$ cat config.mk
export PLATFORM = sky130hd
export DESIGN_NAME = atahp_port
export DESIGN_NICKNAME = d
export VERILOG_FILES = /design/src/atahp_pkg.sv /design/src/atahp_port.sv
export VERILOG_INCLUDE_DIRS = /design/src /design/src/src
export SDC_FILE = /design/constraint.sdc
export NUM_CORES = 1
export LEC_CHECK = 0
export ABC_AREA = 1
export BUFFER_PORTS_ARGS = -buffer_cell sky130_fd_sc_hd__buf_2
export CORE_AREA = 3 3 164 166
export CTS_BUF_LIST = sky130_fd_sc_hd__clkbuf_16
export CTS_CLUSTER_DIAMETER = 40
export DETAILED_ROUTE_END_ITERATION = 10
export DIE_AREA = 0 0 167 169
export PLACE_DENSITY = 0.73
export SLEW_MARGIN = 25
export SYNTH_ARGS = -nofsm -noshare
export SYNTH_HDL_FRONTEND = slang
export SYNTH_SLANG_ARGS = --single-unit
$ cat constraint.sdc
create_clock -name REF_CLK_I -period 3.2 [get_ports REF_CLK_I]
set_input_delay 0.32 -clock REF_CLK_I [delete_from_list [all_inputs] [get_ports REF_CLK_I]]
set_output_delay 0.32 -clock REF_CLK_I [all_outputs]
set_load 0.1 [all_outputs]
$ cat src/atahp_defs.svh
// Timing counts and fixed values for the ATA host port
`ifndef ATAHP_DEFS_SVH
`define ATAHP_DEFS_SVH
`define ATAHP_CLK_PERIOD_NS   4
`define ATAHP_STROBE_MIN_NS   80
`define ATAHP_STROBE_CYC      ((`ATAHP_STROBE_MIN_NS + `ATAHP_CLK_PERIOD_NS - 1) / `ATAHP_CLK_PERIOD_NS)
`define ATAHP_RESET_MIN_NS    25000
`define ATAHP_RESET_CYC       ((`ATAHP_RESET_MIN_NS + `ATAHP_CLK_PERIOD_NS - 1) / `ATAHP_CLK_PERIOD_NS)
`define ATAHP_FIFO_DEPTH      8
`define ATAHP_REG_FILL        8'hff
`endif

$ cat src/atahp_pkg.sv
// Types shared by the ATA host port
package atahp_pkg;
   typedef struct packed {
      logic        write;     // 1 = write, 0 = read
      logic        ctl_grp;   // 1 = control/status group, 0 = task file
      logic        wide;      // 1 = 16-bit data port transfer
      logic [2:0]  addr;
      logic [15:0] data;
   } atahp_req_t;

   typedef struct packed {
      logic        wide;
      logic [15:0] data;
   } atahp_rsp_t;

   typedef enum logic [2:0] {ST_IDLE, ST_SETUP, ST_STROBE, ST_WAIT, ST_DONE} atahp_state_t;
endpackage

$ cat src/atahp_port.sv
// ATA host port: request FIFO, strobe sequencer, drive reset and pin sampling
//
// Contract
// - The three address lines pick the drive register, qualified by the asserted select.
// - Data port transfers use all sixteen data lines, taken from host bus bits 16 to 31.
// - Register accesses carry the byte on data lines 8 to 15, lines 0 to 7 forced high on writes.
// - The control/status select is asserted high for the control and status register group.
// - The task file select is asserted high for the command, address and count registers.
// - While the drive holds ready low the host stretches the cycle with wait states.
// - The 16-bit indication is low for data port accesses and marks a 16-bit transfer.
// - The host drives an active-low hardware reset to the drive.
// - The host pulses the read strobe and samples the data lines during it.
// - The host pulses the write strobe with the data lines driven while it is active.
`timescale 1ns/100ps
`include "atahp_defs.svh"

module atahp_fifo #(
   parameter int WIDTH = 8,
   parameter int DEPTH = 8
) (
   input  wire logic             clk_i,
   input  wire logic             rst_i,
   input  wire logic             in_valid_i,
   output logic                  in_ready_o,
   input  wire logic [WIDTH-1:0] in_data_i,
   output logic                  out_valid_o,
   input  wire logic             out_ready_i,
   output logic [WIDTH-1:0]      out_data_o
);
   localparam int AW = $clog2(DEPTH);

   typedef struct packed {
      logic [AW-1:0] wr;
      logic [AW-1:0] rd;
      logic [AW:0]   cnt;
   } atahp_fifo_st_t;

   atahp_fifo_st_t   s_q, s_d;
   logic [WIDTH-1:0] mem_q [DEPTH];
   logic             push, pop;

   initial begin
      if (DEPTH < 2 || (1 << AW) != DEPTH) $error("atahp_fifo: DEPTH must be a power of two");
   end

   // Full and empty come straight from the count so back-pressure is exact
   assign in_ready_o  = (s_q.cnt != (AW+1)'(DEPTH));
   assign out_valid_o = (s_q.cnt != '0);
   assign out_data_o  = mem_q[s_q.rd];
   assign push        = in_valid_i && in_ready_o;
   assign pop         = out_valid_o && out_ready_i;

   // Pointer and count update
   always_comb begin
      s_d = s_q;
      if (push) s_d.wr = s_q.wr + 1'b1;
      if (pop) s_d.rd = s_q.rd + 1'b1;
      if (push && !pop) s_d.cnt = s_q.cnt + 1'b1;
      else if (pop && !push) s_d.cnt = s_q.cnt - 1'b1;
   end

   always_ff @(posedge clk_i) begin
      if (rst_i) s_q <= '0;
      else s_q <= s_d;
   end

   // Storage has no reset; only written words are ever read
   always_ff @(posedge clk_i) begin
      if (push) mem_q[s_q.wr] <= in_data_i;
   end
endmodule

module atahp_port
   import atahp_pkg::*;
#(
   parameter int FIFO_DEPTH  = `ATAHP_FIFO_DEPTH,
   parameter int STROBE_CYC  = `ATAHP_STROBE_CYC,
   parameter int RESET_CYC   = `ATAHP_RESET_CYC
) (
   // Clock and reset
   input  wire logic                REF_CLK_I,
   input  wire logic                RESET_I,
   // Host request stream
   input  wire logic                REQ_VALID_I,
   output logic                     REQ_READY_O,
   input  wire atahp_pkg::atahp_req_t REQ_I,
   input  wire logic [31:0]         HOST_IO_DATA_BUS_I,
   // Completion stream (one per request)
   output logic                     RSP_VALID_O,
   output atahp_pkg::atahp_rsp_t    RSP_O,
   output logic [31:0]              HOST_IO_DATA_BUS_O,
   // Software-driven drive reset request
   input  wire logic                DRIVE_RESET_REQ_I,
   // Drive pins
   output logic [2:0]               ATA_ADDR_O,
   output logic                     ATA_CS_CTL_O,
   output logic                     ATA_CS_TASK_O,
   output logic                     ATA_READ_STB_O,
   output logic                     ATA_WRITE_STB_O,
   output logic                     ATA_RESET_N_O,
   input  wire logic [15:0]         ATA_DATA_I,
   output logic [15:0]              ATA_DATA_O,
   output logic                     ATA_DATA_OE_O,
   input  wire logic                ATA_IORDY_N_I,
   input  wire logic                ATA_IOCS16_N_I,
   input  wire logic                ATA_INTRQ_I,
   // Drive status toward the host
   output logic                     DRIVE_IRQ_O,
   output logic                     WIDE_SEEN_O
);
   import atahp_pkg::*;

   localparam int CW = $clog2(RESET_CYC + 1);

   typedef struct packed {
      atahp_state_t st;
      atahp_req_t   cur;
      logic [CW-1:0] cnt;
      logic [CW-1:0] rst_cnt;
      logic [1:0]  rdy_s;
      logic [1:0]  cs16_s;
      logic [1:0]  irq_s;
      logic [15:0] rd_data;
      logic        rsp_v;
      logic        wide_seen;
      logic [2:0]  addr;
      logic        cs_ctl;
      logic        cs_task;
      logic        rd_stb;
      logic        wr_stb;
      logic [15:0] dout;
      logic        oe;
   } atahp_st_t;

   atahp_st_t  s_q, s_d;
   atahp_req_t fifo_req, in_req;
   logic       fifo_valid, fifo_pop;
   logic       drive_ready;

   initial begin
      if (STROBE_CYC < 1 || RESET_CYC < 1 || FIFO_DEPTH < 2 || STROBE_CYC > RESET_CYC)
         $error("atahp_port: bad timing or depth parameter");
   end

   // Data port words come from the upper half of the host bus
   always_comb begin
      in_req = REQ_I;
      if (REQ_I.wide) in_req.data = HOST_IO_DATA_BUS_I[31:16];
      else in_req.data = {HOST_IO_DATA_BUS_I[23:16], 8'h00};
   end

   // Requests queue here so a stalled drive backs up into the host
   atahp_fifo #(
      .WIDTH ($bits(atahp_req_t)),
      .DEPTH (FIFO_DEPTH)
   ) u_fifo (
      .clk_i       (REF_CLK_I),
      .rst_i       (RESET_I),
      .in_valid_i  (REQ_VALID_I),
      .in_ready_o  (REQ_READY_O),
      .in_data_i   (in_req),
      .out_valid_o (fifo_valid),
      .out_ready_i (fifo_pop),
      .out_data_o  (fifo_req)
   );

   assign drive_ready = s_q.rdy_s[1];   // ready line is active-low wait, high = ready
   assign fifo_pop    = (s_q.st == ST_IDLE) && fifo_valid && (s_q.rst_cnt == '0);

   // Sequencer: setup, minimum strobe, stretch on wait, release, complete
   always_comb begin
      s_d = s_q;
      s_d.rsp_v  = 1'b0;
      s_d.rdy_s  = {s_q.rdy_s[0], ATA_IORDY_N_I};
      s_d.cs16_s = {s_q.cs16_s[0], ATA_IOCS16_N_I};
      s_d.irq_s  = {s_q.irq_s[0], ATA_INTRQ_I};
      if (s_q.rst_cnt != '0) s_d.rst_cnt = s_q.rst_cnt - 1'b1;
      if (DRIVE_RESET_REQ_I) s_d.rst_cnt = CW'(RESET_CYC);
      unique case (s_q.st)
         ST_IDLE: begin
            if (fifo_pop) begin
               s_d.cur     = fifo_req;
               s_d.addr    = fifo_req.addr;
               s_d.cs_ctl  = fifo_req.ctl_grp;
               s_d.cs_task = !fifo_req.ctl_grp;
               s_d.oe      = fifo_req.write;
               // Register writes keep the low byte high
               s_d.dout    = fifo_req.wide ? fifo_req.data
                                           : {fifo_req.data[15:8], `ATAHP_REG_FILL};
               s_d.st      = ST_SETUP;
            end
         end
         ST_SETUP: begin
            // One cycle of address setup before the strobe
            s_d.rd_stb = !s_q.cur.write;
            s_d.wr_stb = s_q.cur.write;
            s_d.cnt    = CW'(STROBE_CYC);
            s_d.st     = ST_STROBE;
         end
         ST_STROBE: begin
            if (s_q.cnt > CW'(1)) s_d.cnt = s_q.cnt - 1'b1;
            else s_d.st = ST_WAIT;
         end
         ST_WAIT: begin
            // Hold everything while the drive asks for wait states
            if (drive_ready) begin
               s_d.rd_data   = ATA_DATA_I;
               s_d.wide_seen = !s_q.cs16_s[1];
               s_d.rd_stb    = 1'b0;
               s_d.wr_stb    = 1'b0;
               s_d.st        = ST_DONE;
            end
         end
         ST_DONE: begin
            // Selects drop one cycle after the strobe for hold time
            s_d.cs_ctl  = 1'b0;
            s_d.cs_task = 1'b0;
            s_d.oe      = 1'b0;
            s_d.rsp_v   = 1'b1;
            s_d.st      = ST_IDLE;
         end
      endcase
   end

   always_ff @(posedge REF_CLK_I) begin
      if (RESET_I) begin
         s_q         <= '0;
         s_q.st      <= ST_IDLE;
         s_q.rst_cnt <= CW'(RESET_CYC);
         s_q.rdy_s   <= 2'b11;
         s_q.cs16_s  <= 2'b11;
      end else begin
         s_q <= s_d;
      end
   end

   // Pin and completion outputs from flip-flops; drive reset decoded from the reset count
   assign ATA_ADDR_O      = s_q.addr;
   assign ATA_CS_CTL_O    = s_q.cs_ctl;
   assign ATA_CS_TASK_O   = s_q.cs_task;
   assign ATA_READ_STB_O  = s_q.rd_stb;
   assign ATA_WRITE_STB_O = s_q.wr_stb;
   assign ATA_DATA_O      = s_q.dout;
   assign ATA_DATA_OE_O   = s_q.oe;
   assign ATA_RESET_N_O   = (s_q.rst_cnt == '0);
   assign RSP_VALID_O     = s_q.rsp_v;
   assign RSP_O           = '{wide: s_q.wide_seen, data: s_q.rd_data};
   // Register bytes return in bits 23:16, wide words in 31:16
   assign HOST_IO_DATA_BUS_O = s_q.cur.wide ? {s_q.rd_data, 16'h0000}
                                            : {8'h00, s_q.rd_data[15:8], 16'h0000};
   assign DRIVE_IRQ_O     = s_q.irq_s[1];
   assign WIDE_SEEN_O     = s_q.wide_seen;
endmodule
# Word level (Yosys, flattened, before mapping)
# Memories as Yosys holds them, arrays and structs flattened. A register that Yosys moved wholly into a read port is not among the register bits.
# Index checks and enable logic that the tools add are counted.
# Widths: inputs -> output; s select.
dict set report word_totals {
  ramBits 176
  out_inout_bits 78
  reg_bits 106
  memories 1
}
# memory depth word_bits rd rd_clocked_by_memory_dff write_ports line
set memory_table {}
lappend memory_table {u_fifo.mem_q 8 22 1 1 1 atahp_port.sv:39} ;# logic [WIDTH-1:0] mem_q [DEPTH];
dict set report classes {
  mux 22
  addsub 6
  n_lt_le_gt_ge 1
  eq_ne 9
  n_reduce_logical 26
}
# operator count
set ops {}
lappend ops {{$mux 32} 1}
lappend ops {{$pmux 13 s2} 1}
lappend ops {{$sub 13x1->13 const B} 2}
lappend ops {{$mux 25} 1}
lappend ops {{$mux 16} 1}
lappend ops {{$pmux 3 s5} 1}
lappend ops {{$gt 13x1->1 const B} 1}
lappend ops {{$logic_not 13->1} 1}
lappend ops {{$mux 13} 1}
lappend ops {{$reduce_bool 13->1} 1}
lappend ops {{$mux 3} 4}
lappend ops {{$reduce_and 2->1} 5}
lappend ops {{$mux 4} 2}
lappend ops {{$mux 8} 1}
lappend ops {{$pmux 2 s2} 2}
lappend ops {{$reduce_bool 2->1} 4}
lappend ops {{$add 3x1->3 const B} 2}
lappend ops {{$eq 3x2->1 const B} 2}
lappend ops {{$logic_and 1x1->1} 6}
lappend ops {{$ne 2x2->1 const B} 3}
lappend ops {{$logic_not 1->1} 5}
lappend ops {{$add 4x1->4 const B} 1}
lappend ops {{$mux 1} 4}
lappend ops {{$mux 2} 2}
lappend ops {{other kinds (10)} 10}

# Longest topological paths before layout
# Gate-level depths: netlist (run 1).
dict set report depth {
  depth_word 7
  mapped_depth 18
  mapped_depth_nobuf 17
}

# By module
# From an unflattened synthesis (run 1), not the netlist that was laid out.
dict set report unflattened {
  cells_unflattened 1223
  hier_area_um2 11735.0
}
# module cells_each n_inst seq_area_each_um2 area_each_um2
set modules_own_cells {}
lappend modules_own_cells {atahp_fifo 632 1 5545.3 7574.8}
lappend modules_own_cells {atahp_port 591 1 1581.5 4160.2}

# Worst setup path after synthesis (run 1)
# No wires, ideal clock.
dict set report synth_timing {
  kind {register to register}
  startpoint {reg u_fifo.s_q[0] (netlist name)}
  endpoint {mem u_fifo.mem_q[0][0] (netlist name) (enable)}
  setup_ns 0.401
  slack_ns 0.141
  arrival_time_ns 2.658
  path_stages_with_launch 7
  path_cell_list {dfxtp_1 -> nor2_1 -> nand3_1 -> nand2_1 -> inv_1 -> nand2_1 -> nor2_1}
}
dict set report synth_via {
  elab_chain_cells 4
}
# item line
set synth_rtl {}
lappend synth_rtl {{from (decl)} atahp_port.sv:38} ;# atahp_fifo_st_t s_q, s_d;
lappend synth_rtl {{from (signal assigned)} atahp_port.sv:63} ;# if (rst_i) s_q <= '0;
lappend synth_rtl {{from (signal assigned)} atahp_port.sv:64} ;# else s_q <= s_d;
lappend synth_rtl {{$ne 4x4->1} atahp_port.sv:47} ;# assign in_ready_o = (s_q.cnt != (AW+1)'(DEPTH));
lappend synth_rtl {{via REQ_READY_O} atahp_port.sv:85} ;# output logic REQ_READY_O,
lappend synth_rtl {{$logic_and 1x1->1} atahp_port.sv:50} ;# assign push = in_valid_i && in_ready_o;
lappend synth_rtl {{via u_fifo.push} atahp_port.sv:40} ;# logic push, pop;
lappend synth_rtl {{$mux 1} atahp_port.sv:69} ;# if (push) mem_q[s_q.wr] <= in_data_i;
lappend synth_rtl {{$mux 1 (not written as such)} atahp_port.sv:69}
lappend synth_rtl {{to (decl)} atahp_port.sv:39}
# The timed path passes the listed nets, and every way through them passes these cells.

# Final worst setup path (run 1)
dict set report layout_timing {
  startpoint {reg s_q[48] (netlist name)}
  endpoint {reg u_fifo.s_q[3] (netlist name)}
}
dict set report layout_via {
  elab_chain_cells 6
  word_cells_on_any_way 8
}
# item line
set layout_rtl {}
lappend layout_rtl {{from (decl)} atahp_port.sv:135} ;# atahp_st_t s_q, s_d;
lappend layout_rtl {{$logic_not 13->1 *} atahp_port.sv:168} ;# assign fifo_pop = (s_q.st == ST_IDLE) && fifo_valid && (s_q.rst_cnt == '0);
lappend layout_rtl {{$logic_and 1x1->1 *} atahp_port.sv:168}
lappend layout_rtl {{$logic_and 1x1->1 *} atahp_port.sv:51} ;# assign pop = out_valid_o && out_ready_i;
lappend layout_rtl {{$logic_not 1->1} atahp_port.sv:58} ;# if (push && !pop) s_d.cnt = s_q.cnt + 1'b1;
lappend layout_rtl {{$logic_and 1x1->1} atahp_port.sv:58}
lappend layout_rtl {{$mux 4 or $reduce_bool 2->1 (tied branches)} --}
# Every way passes the cells marked *; elsewhere a longest branch is shown, timed or not.
# A chain may end at the register's enable or synchronous reset.

==> metrics.md, run 1 <==
| Metric | Value |
|---|---|
| Status | finished clean |
| Pleak | 5.511 nW |
| Max-cap viol count | 0 |
| Vias after detailed routing | 8222 |
| Max Clock Skew | 0.01732 ns |
| CP peak stage delay | around 0.33 ns |
| Max VDD drop | 0.3971 mV |
| CTS root buffer | clkbuf_16 |
| CP bufs+invs | 3 |
| Vias/cell | between 5 and 6 |
| Final Hold Vio Count | 0 |
| EDFF count, synth | 176 |
| Top Layer Used | met5 |
| Sw Ratio | 0.2369 |
| Commonest cells in the netlist | 213 x nor2_1, 176 x edfxtp_1, 174 x nand2_1 |
| Minimum clock period | 2.739 ns |
| Initial antenna violation count | 2 |
| Per-cell routed wire length | 16.05 µm |
| Slowest-stage cell, CP | dfxtp_1 |
| Largest net degree at the start of global routing | between 80 and 90 |
| Crit end category | flop |
| Max H-tree Level | 2 |
| # nets final | 1328 |
| First-pass GRT wire length | between 40000 and 50000 µm |
| Ranking of synthesized cells by area | edfxtp_1 46%, dfxtp_1 16%, nor2_1 7.0% |
| Clock buffer count from CTS | 38 |
| Share of the synthesized area in the top cell type | 0.4597 |
| Proportion of layout cells with a drive suffix above 1 | 0.1795 |
| Area leader, netlist | edfxtp_1 |
| Placed Area | ~12000 µm² |
| Most frequent cell after synthesis | nor2_1 |
| GRT Overall Usage | 0.1784 |
| Combinational Power Share | 0.074 |
| Register area share after synthesis | 0.6199 |
| WL met3 | 1828 µm |
| Clk pwr share | 0.478 |
| Starting DRC count in detailed routing | 583 |
| FMAX | roughly 0.37 GHz |
| Aggregate global routing overflow | 0 |
| CTS tree | done |
| Final worst path period share | 0.8559 |
| Fill count | approximately 2200 |
| Final Wtd Congestion | approximately 0.86 |
| Pre-antenna DRT Iters | 5 |
| Max-slew violations | 0 |
| Clk slew on worst S/H paths | approximately 0.05 ns |
| Worst skew pair latency | around 0.52 ns |
| Final instance area | about 13000 µm² |
| Chip Width | 167 µm |
| I/O Pins | 155 |
| HPWL after detailed placement | ~16000 µm |
| YS warnings | 0 |
| P&R area growth vs syn | 16.21% |
| Post-synthesis cell type count | 44 |
| Crit-path max FO | 18 |
| Main flop type after synthesis | edfxtp_1 |
| Die height | approximately 170 µm |
| Syn Area/Cell | around 9.9 µm² |
| Buffers on Ports | between 100 and 150 |
| Synth Cell Area | 11500 µm² |
| Worst hold path type | input port to flop |
| Antenna Nets Post-Route | 0 |
| DRC Markers | 0 |
| # Post-CTS Setup Buffers | 0 |
| Antenna fix cells | 0 |
| Startpoint types | flop |
| Reg power frac | 0.447 |
| Final setup fails | 0 |
| Slack of the worst reg-to-reg path | 0.46 ns |
| Row count | 59 |
| Clock Sinks | 268 |
| Wirelength, routed | between 20000 and 30000 µm |
| Starting Density | 0.4462 |
| Yosys reg bits | about 270 |
| Die area | roughly 28000 µm² |
| Arr. time, crit path | 3.19 ns |
| Power per cell area | between 600 and 700 nW/µm² |
| Routed metal-1 wirelength | 10820 µm |
| Crit path max-delay family | simple AND/OR/NAND/NOR gates |
| Mapped Cells | 1162 |
| Core area | between 20000 and 30000 µm² |
| Slew Limit Headroom | 0.4368 |
| Clock Path Buffers | 3 |
| RSZ-0062 raised after global routing | no |
| Required time of the critical path | 3.65 ns |
| P_sw | between 0.002 and 0.0025 W |
| Sum of negative setup slack | 0 ns |
| Met2 routed WL | roughly 13000 µm |
| Slew of the pin with the lowest slew margin | roughly 0.84 ns |
| Async set-reset flop share out of synthesis | 0 |
| Crit-path cells | inv_1, ha_1, inv_1, nor3_4, nand2_4, nor2_4, nand2_4, ha_1, inv_1, ha_1, a21oi_1, nand2_1, a21oi_1, o21ai_0, nand2_1, nand2_1, nor2_1 |
| CP Class | flop to flop |
| Internal power | ~0.0066 W |
| Vias in the first global route | about 7700 |
worst paths after layout:
| kind | to | start | cells past startpoint |
|---|---|---|---|
| min | s_d[43] | ATA_INTRQ_I | 3 |
| min reg2reg | WIDE_SEEN_O | s_q[45] | 1 |
| max reg2reg | u_fifo.s_q[3] | s_q[48] | 17 |
| max | u_fifo.s_q[3] | s_q[48] | 17 |
flip-flops by register name, indices dropped and copies added, names as in the netlist, named ones only:
name             flops
drive_ready          1
RSP_O               16
ATA_CS_TASK_O        1
ATA_WRITE_STB_O      1
u_fifo.s_q          10
ATA_READ_STB_O       1
DRIVE_IRQ_O          1
ATA_DATA_O           8
WIDE_SEEN_O          1
ATA_CS_CTL_O         1
s_d                  3
ATA_DATA_OE_O        1
s_q                 40
u_fifo.mem_q       176
ATA_ADDR_O           3
RSP_VALID_O          1
area by class of cell:
| class | instances | area (µm²) | area share |
|---|---|---|---|
| clock buffers | 41 | 1026 | 0.07680 |
| clock inverters | 28 | 250.2 | 0.01873 |
| multi-input cells | 732 | 3532 | 0.2644 |
| repair buffers | 129 | 733.2 | 0.05488 |
| flip-flops and latches | 268 | 7128 | 0.5336 |
| well taps | 335 | 419.2 | 0.03138 |
| inverters | 72 | 270.3 | 0.02023 |
power by group through the flow:
stage | logic [W] | registers (W) | clock network (W)
after global routing | 0.000707 | 0.00386 | 0.00435
after floorplan | 0.000474 | 0.00393 | 0
after detailed placement | 0.000639 | 0.00392 | 0
after CTS | 0.000645 | 0.00385 | 0.00419
after global placement | 0.000628 | 0.00391 | 0
final | 0.000640 | 0.00385 | 0.00412
metrics by stage:
step / util / cells / setup WS [ns] / hold WS (ns) / total power, W
3_3_place_gp: 0.4682 / 1534 / 0.5050 / 0.3897 / 0.004542
4_1_cts: 0.5185 / 1605 / 0.4520 / 0.005462 / 0.008681
6_report: 0.5185 / 1605 / 0.4613 / 0.01706 / 0.008606
2_1_floorplan: - / 1177 / 0.1413 / 0.3828 / 0.004406
5_1_grt: 0.5185 / 1605 / 0.1832 / 0.01474 / 0.008911
3_5_place_dp: 0.4682 / 1534 / 0.4617 / 0.4038 / 0.004557
cells by family (layout without fill, tap and decap cells):
logic type,count (synthesis),in the layout,share of synthesized area
flops,268,268,0.6199
xor+xnor,12,12,0.009142
buf+inv,177,270,0.07945
simple gates,454,454,0.1651
fa+ha+maj,10,10,0.01154
other cells,1,16,0.0003262
mux,8,8,0.007837
compound gates,232,232,0.1067
timing repair:
| action | 4_1_cts | 5_1_grt |
|---|---|---|
| hold buffers | 2 | 0 |
| gates resized for setup | 0 | 0 |
| endpoints found under the setup margin | 0 | 0 |
| hold endpoints to repair | 2 | 0 |
placed cells by master (no fill, tap or decap), types with 30 or more instances in the layout:
cell type	instances
nor2_1	205
edfxtp_1	176
nand2_1	174
o21ai_0	138
buf_2	106
dfxtp_1	91
inv_1	74
o22ai_1	43
a21oi_1	41
clkbuf_16	41
nand3_1	30
tightest hold or removal path: stages:
cell    delay [ns]
buf_2         0.07
inv_1         0.03
nor2_1        0.06
metal layers:
metal,global-route usage,vias up
met5,0,-
met4,0.05165,4
met3,0.03690,41
met2,0.3119,275
met1,0.2255,3866
li1,-,4036
No activity file was read; power rests on OpenSTA's default activity.
==> run 2, diff against run 1 <==
--- a/config.mk
+++ b/config.mk
@@ -14,6 +14,7 @@
 export DETAILED_ROUTE_END_ITERATION = 10
 export DIE_AREA = 0 0 167 169
 export PLACE_DENSITY = 0.73
+export RECOVER_POWER = 25
 export SLEW_MARGIN = 25
 export SYNTH_ARGS = -nofsm -noshare
 export SYNTH_HDL_FRONTEND = slang
==> constraint.sdc (replaced) <==
create_clock -name REF_CLK_I -period 2.69 [get_ports REF_CLK_I]
set_input_delay 0.269 -clock REF_CLK_I [delete_from_list [all_inputs] [get_ports REF_CLK_I]]
set_output_delay 0.269 -clock REF_CLK_I [all_outputs]
set_load 0.1 [all_outputs]
==> metrics.md, run 2 (synthesis gave the netlist of run 1 again) <==
| Metric | Value |
|---|---|
| Status | finished clean |
| Pleak | 5.523 nW (+0.21%) |
| Chip Width | 167 µm (unchanged) |
| Clk pwr share | 0.474 (-0.004) |
| Wirelength, routed | 25990 µm (+0.93%) |
| Crit-path max FO | 8 (-10) |
| Top reg by flops | u_fifo.mem_q |
| Crit end category | flop |
| Final Hold Vio Count | 0 (unchanged) |
| Area of the multi-input gates | 3537 µm² (+0.14%) |
| HPWL after detailed placement | 15800 µm (-1.6%) |
| RSZ-0062 raised after global routing | no |
| Post-place setup slack | 0.09613 ns (-0.3655 ns) |
| Clock Sinks | 268 (unchanged) |
| Final setup fails | 0 (unchanged) |
| Cells on Worst Hold Path | 3 (unchanged) |
| Max-cap viol count | 0 (unchanged) |
| CTS root buffer | clkbuf_16 |
| Antenna fix cells | 0 (unchanged) |
| Die height | 169 µm (unchanged) |
| DRC Markers | 0 (unchanged) |
| PnR worst setup slack | 0.2992 ns (-0.1620 ns) |
| Power per cell area | 758.4 nW/µm² (+18%) |
| Final worst path period share | 0.8888 (+0.03290) |
| FF+latch area | 7128 µm² (unchanged) |
| Starting DRC count in detailed routing | 737 (+26%) |
| Internal power | 0.007791 W (+19%) |
| Initial antenna violation count | 1 (-1) |
| Buffers on Ports | 106 (unchanged) |
| Antenna Nets Post-Route | 0 (unchanged) |
| Worst skew pair latency | 0.52 ns (about the same) |
| Cells after DPL | 1534 (unchanged) |
| Per-cell routed wire length | 16.10 µm (+0.37%) |
| Clock Path Buffers | 3 (unchanged) |
| First-pass GRT wire length | 40970 µm (+0.64%) |
| Vias in the first global route | 7806 (+1.5%) |
| Worst hold path type | input port to flop |
| Vias after detailed routing | 8214 (-0.097%) |
| Max Clock Skew | 0.02005 ns (+0.002730 ns) |
| Die area | 28220 µm² (unchanged) |
| GRT Overall Usage | 0.1795 (+0.001073) |
| Fill count | 2252 (+0.40%) |
| Clk slew on worst S/H paths | 0.06 ns (about the same) |
| Combinational Power Share | 0.077 (+0.003) |
| P&R area growth vs syn | 16.96% |
| Arr. time, crit path | 2.85 ns (-0.34 ns) |
| Max VDD drop | 0.6251 mV (+57%) |
| Sw Ratio | 0.2360 (-0.0009158) |
| # nets final | 1338 (+0.75%) |
| Pre-antenna DRT Iters | 6 (+1) |
| R2R depth | 17 (unchanged) |
| CP Class | flop to flop |
| Aggregate global routing overflow | 0 (unchanged) |
| Slew of the pin with the lowest slew margin | 1.021 ns (+0.1776 ns) |
| Row count | 59 (unchanged) |
| Proportion of layout cells with a drive suffix above 1 | 0.1775 (-0.002045) |
| Slew Limit Headroom | 0.3192 (-0.1176) |
| Starting Density | 0.4462 (unchanged) |
| P_sw | 0.002406 W (+18%) |
| FMAX | 0.4183 GHz (+15%) |
| Clock buffer count from CTS | 37 (-2.6%) |
| Max-slew violations | 0 (unchanged) |
| Non-filler cells, final | 1614 (+0.56%) |
| Most frequent cells in the layout | 205 x nor2_1, 176 x edfxtp_1, 174 x nand2_1 |
| Max H-tree Level | 2 (unchanged) |
| Core area | 25760 µm² (unchanged) |
| Required time of the critical path | 3.14 ns (-0.51 ns) |
| Reg power frac | 0.449 (+0.002) |
| Startpoint types | flop |
| CTS tree | done |
| Final Wtd Congestion | 0.8308 (-3.7%) |
| Largest net degree at the start of global routing | 75 (-16%) |
| Minimum clock period | 2.391 ns (-0.3480 ns) |
| Vias/cell | 5.089 (-0.65%) |
| Max reg flops | 176 (unchanged) |
| I/O Pins | 155 (unchanged) |
| Commonest non-fill, non-tap cell in the layout | nor2_1 |
[run 2: final timing paths]
| path | from | to | slack [ns] |
|---|---|---|---|
| hold / removal | ATA_DATA_I[10] | RSP_O[10] | 0.06 |
| hold reg to reg | s_q[45] | WIDE_SEEN_O | 0.40 |
| setup / recovery | s_q[48] | u_fifo.s_q[3] | 0.30 |
| setup reg to reg | s_q[48] | u_fifo.s_q[3] | 0.30 |
[run 2: cell type report]
class,count,area share
inverters,72,0.02010
clock buffers,39,0.07259
flip-flops and latches,268,0.5302
well taps,335,0.03117
clock inverters,28,0.02094
repair buffers,140,0.06198
multi-input cells,732,0.2631
[run 2: power groups by stage]
| stage | clock [W] | combinational [W] | sequential, W |
|---|---|---|---|
| after CTS | 0.00495 | 0.000784 | 0.00458 |
| after detailed placement | 0 | 0.000765 | 0.00466 |
| after global placement | 0 | 0.000754 | 0.00466 |
| after global routing | 0.00511 | 0.000866 | 0.00459 |
| final | 0.00484 | 0.000781 | 0.00458 |
| after floorplan | 0 | 0.000569 | 0.00468 |
[run 2: metrics by stage]
step	total power (W)	instance area (µm²)	hold slack, ns	utilization	setup TNS [ns]
after floorplan	0.005246	11570	0.3679	-	-1.151
after detailed placement	0.005427	12070	0.3941	0.4684	0
after CTS	0.01031	13450	0.01399	0.5219	0
after global routing	0.01056	13450	0.04758	0.5219	0
final	0.01020	13450	0.05797	0.5219	0
after global placement	0.005412	12070	0.3910	0.4684	0
[run 2: timing repair]
action / 4_1_cts / 5_1_grt
endpoints found under the hold margin: 19 / 0
hold buffers: 12 / 0
setup endpoints to repair: 0 / 1
buffers inserted: 0 / 1
resized for setup: 0 / 2
[run 2: worst max-delay path, stage by stage, from the launching register on]
cell and delay (ns):
dfxtp_1 0.33, inv_2 0.10, ha_1 0.15, inv_1 0.06, nor3_4 0.17, nand2_4 0.12
nor2_4 0.11, nand2_4 0.05, ha_1 0.20, inv_2 0.10, ha_1 0.28, a21oi_1 0.13
nand2_1 0.07, a21oi_1 0.11, o21ai_0 0.12, nand2_1 0.08, nand2_1 0.04, nor2_1 0.10
[run 2: routing by layer]
metal	global-route usage	share of wire	vias up
met2	0.3029	0.47	289
met3	0.03830	0.078	49
met1	0.2323	0.43	3828
met4	0.05954	0.020	2
li1	-	-	4046
met5	0	0.00050	-
==> run 3, diff against run 2 <==
--- a/config.mk
+++ b/config.mk
@@ -8,11 +8,11 @@
 export LEC_CHECK = 0
 export ABC_AREA = 1
 export BUFFER_PORTS_ARGS = -buffer_cell sky130_fd_sc_hd__buf_2
-export CORE_AREA = 3 3 164 166
+export CORE_AREA = 2 2 163 165
 export CTS_BUF_LIST = sky130_fd_sc_hd__clkbuf_16
 export CTS_CLUSTER_DIAMETER = 40
 export DETAILED_ROUTE_END_ITERATION = 10
-export DIE_AREA = 0 0 167 169
+export DIE_AREA = 0 0 165 167
 export PLACE_DENSITY = 0.73
 export RECOVER_POWER = 25
 export SLEW_MARGIN = 25
==> metrics.md, run 3 (synthesis gave the netlist of run 1 again) <==
| Metric | Value |
|---|---|
| RSZ-0062 raised after global routing | no |
| Max H-tree Level | 2 (unchanged) |
| Max Clock Skew | 0.02152 ns (+0.001467 ns) |
| First-pass GRT wire length | 40140 µm (-2.0%) |
| PnR worst setup slack | 0.1583 ns (-0.1409 ns) |
| Starting Density | 0.4462 (unchanged) |
| RR Startpoint | s_q[48] |
| Largest net degree at the start of global routing | 68 (-9.3%) |
| Pre-antenna DRT Iters | 5 (-1) |
| Chip Width | 165 µm (-1.2%) |
| Crit-path max FO | 9 (+1) |
| Top reg by flops | u_fifo.mem_q |
| Clk slew on worst S/H paths | 0.05 ns (about the same) |
| GRT Overall Usage | 0.1859 (+0.006329) |
| Cells on Worst Hold Path | 3 (unchanged) |
| Max-slew violations | 0 (unchanged) |
| R2R depth | 16 (-1) |
| Final worst path period share | 0.9412 (+0.05239) |
| Clock buffer count from CTS | 38 (+2.7%) |
| Wirelength, routed | 25640 µm (-1.4%) |
| Required time of the critical path | 2.42 ns (-0.72 ns) |
| RR Endpoint | u_fifo.s_q[3] |
| CP Class | flop to output port |
| Final Hold Vio Count | 0 (unchanged) |
| Slack of the worst reg-to-reg path | 0.29 ns (about the same) |
| Reg power frac | 0.458 (+0.009) |
| Minimum clock period | 2.532 ns (+0.1409 ns) |
| Starting DRC count in detailed routing | 702 (-4.7%) |
| Hold wc startpoint | ATA_DATA_I[14] |
| Worst skew pair latency | 0.52 ns (about the same) |
| Clock Sinks | 268 (unchanged) |
| Final setup fails | 0 (unchanged) |
| Worst hold path type | input port to flop |
| Commonest non-fill, non-tap cell in the layout | nor2_1 |
| Proportion of layout cells with a drive suffix above 1 | 0.1729 (-0.004556) |
| Pleak | 5.502 nW (-0.37%) |
| I/O Pins | 155 (unchanged) |
| CTS root buffer | clkbuf_16 |
| Hold EP | RSP_O[14] |
| Clk pwr share | 0.464 (-0.010) |
| Sum of negative setup slack | 0 ns (unchanged) |
| # nets final | 1336 (-0.15%) |
| Final Wtd Congestion | 0.8294 (-0.17%) |
| Slew Limit Headroom | 0.05921 (-0.2600) |
| Post-route core utilization | 0.5190 (-0.002865) |
| Per-cell routed wire length | 15.88 µm (-1.4%) |
| Die height | 167 µm (-1.2%) |
| Placed Area | 12050 µm² (-0.12%) |
| Vias after detailed routing | 8294 (+0.97%) |
| Max VDD drop | 0.4260 mV (-32%) |
| FMAX | 0.3950 GHz (-5.6%) |
| P&R area growth vs syn | 16.31% |
| CTS tree | done |
| Clock Path Buffers | 3 (unchanged) |
| Arr. time, crit path | 2.26 ns (-0.59 ns) |
| Die area | 27560 µm² (-2.4%) |
| DRC Markers | 0 (unchanged) |
| Core area | 25760 µm² (unchanged) |
| Power per cell area | 746.9 nW/µm² (-1.5%) |
| Row count | 59 (unchanged) |
| Sw Ratio | 0.2426 (+0.006612) |
| Crit end category | output port |
| Internal power | 0.007564 W (-2.9%) |
| Final instance area | 13370 µm² (-0.55%) |
| Vias/cell | 5.139 (+0.97%) |
| Status | finished clean |
| Aggregate global routing overflow | 0 (unchanged) |
| Startpoint types | flop |
| P_sw | 0.002423 W (+0.68%) |
| Buffers on Ports | 106 (unchanged) |
| Most frequent cells in the layout | 205 x nor2_1, 176 x edfxtp_1, 174 x nand2_1 |
| Max-cap viol count | 0 (unchanged) |
| Initial antenna violation count | 2 (+1) |
| Post-place setup slack | 0.1371 ns (+0.04099 ns) |
| Slew of the pin with the lowest slew margin | 1.411 ns (+0.3900 ns) |
| Antenna Nets Post-Route | 0 (unchanged) |
| Max reg flops | 176 (unchanged) |
| Power consumption | 0.009987 W (-2.1%) |
| Vias in the first global route | 7774 (-0.41%) |
| Combinational Power Share | 0.077 (about the same) |
| HPWL after detailed placement | 15180 µm (-3.9%) |
-- run 3: cell types whose count changed in the layout (fill, tap and decap cells not counted), sizes merged --
cell | previous run | this run
dlygate4sd3 | 12 | 11
buf | 122 | 119
clkinvlp | 2 | 3
bufinv | 4 | 1
clkbuf | 45 | 47
clkinv | 19 | 15
diode | 0 | 1
inv | 75 | 82
-- run 3: worst max path at each step --
stage | depth (start not counted) | endpoint | slack (ns) | startpoint
global placement | 16 | u_fifo.s_q[3] | 0.22 | s_q[48]
floorplan | 2 | HOST_IO_DATA_BUS_O[20] | -0.23 | s_q[93]
CTS | 8 | ATA_RESET_N_O | 0.02 | s_q[48]
detailed placement | 17 | u_fifo.s_q[3] | 0.14 | s_q[48]
finish | 8 | ATA_RESET_N_O | 0.16 | s_q[48]
global route | 16 | u_fifo.s_q[3] | 0.008 | s_q[48]
-- run 3: area by class of cell --
cell class                      instances  area (µm²)
Multi-Input combinational cell        732        3537
Clock buffer                           40        1001
Inverter                               72       270.3
Sequential cell                       268        7128
Timing Repair Buffer                  137       807.0
Tap cell                              335       419.2
Clock inverter                         29       206.4
Fill cell                            2277       12390
Antenna cell                            1       2.502
-- run 3: power groups by stage --
stage | sequential [W] | combinational, W | clock [W]
3_5_place_dp | 0.00466 | 0.000760 | 0
6_report | 0.00458 | 0.000774 | 0.00463
5_1_grt | 0.00459 | 0.000867 | 0.00491
3_3_place_gp | 0.00466 | 0.000749 | 0
2_1_floorplan | 0.00468 | 0.000569 | 0
4_1_cts | 0.00458 | 0.000780 | 0.00471
-- run 3: worst max-delay path, cell delays in order, from the launching register on --
cell and delay [ns]:
dfxtp_1 0.33, inv_1 0.15, ha_1 0.16, inv_1 0.05
nor3_4 0.16, nand2_4 0.08, buf_4 0.17, clkinv_1 0.18
buf_2 0.47
-- run 3: per-layer routing --
metal / part of all wire / track usage / routed length [µm] / vias to the layer above
li1: - / - / - / 4041
met1: 0.43 / 0.2400 / 11100 / 3937
met2: 0.48 / 0.3147 / 12340 / 270
met3: 0.065 / 0.03238 / 1663 / 44
met4: 0.020 / 0.06352 / 522 / 2
met5: 0.00055 / 0 / 14 / -
-- run 3: through the flow --
step	hold slack [ns]	instances
2_1_floorplan	0.3679	1177
3_3_place_gp	0.3906	1532
3_5_place_dp	0.3989	1532
4_1_cts	0.004733	1612
5_1_grt	0.06232	1613
6_report	0.05424	1614
-- run 3: what timing repair did --
action	4_1_cts	5_1_grt
gates resized for setup	0	1
endpoints found under the setup margin	0	2
buffers inserted	0	1
hold buffers	11	0
endpoints found under the hold margin	11	0
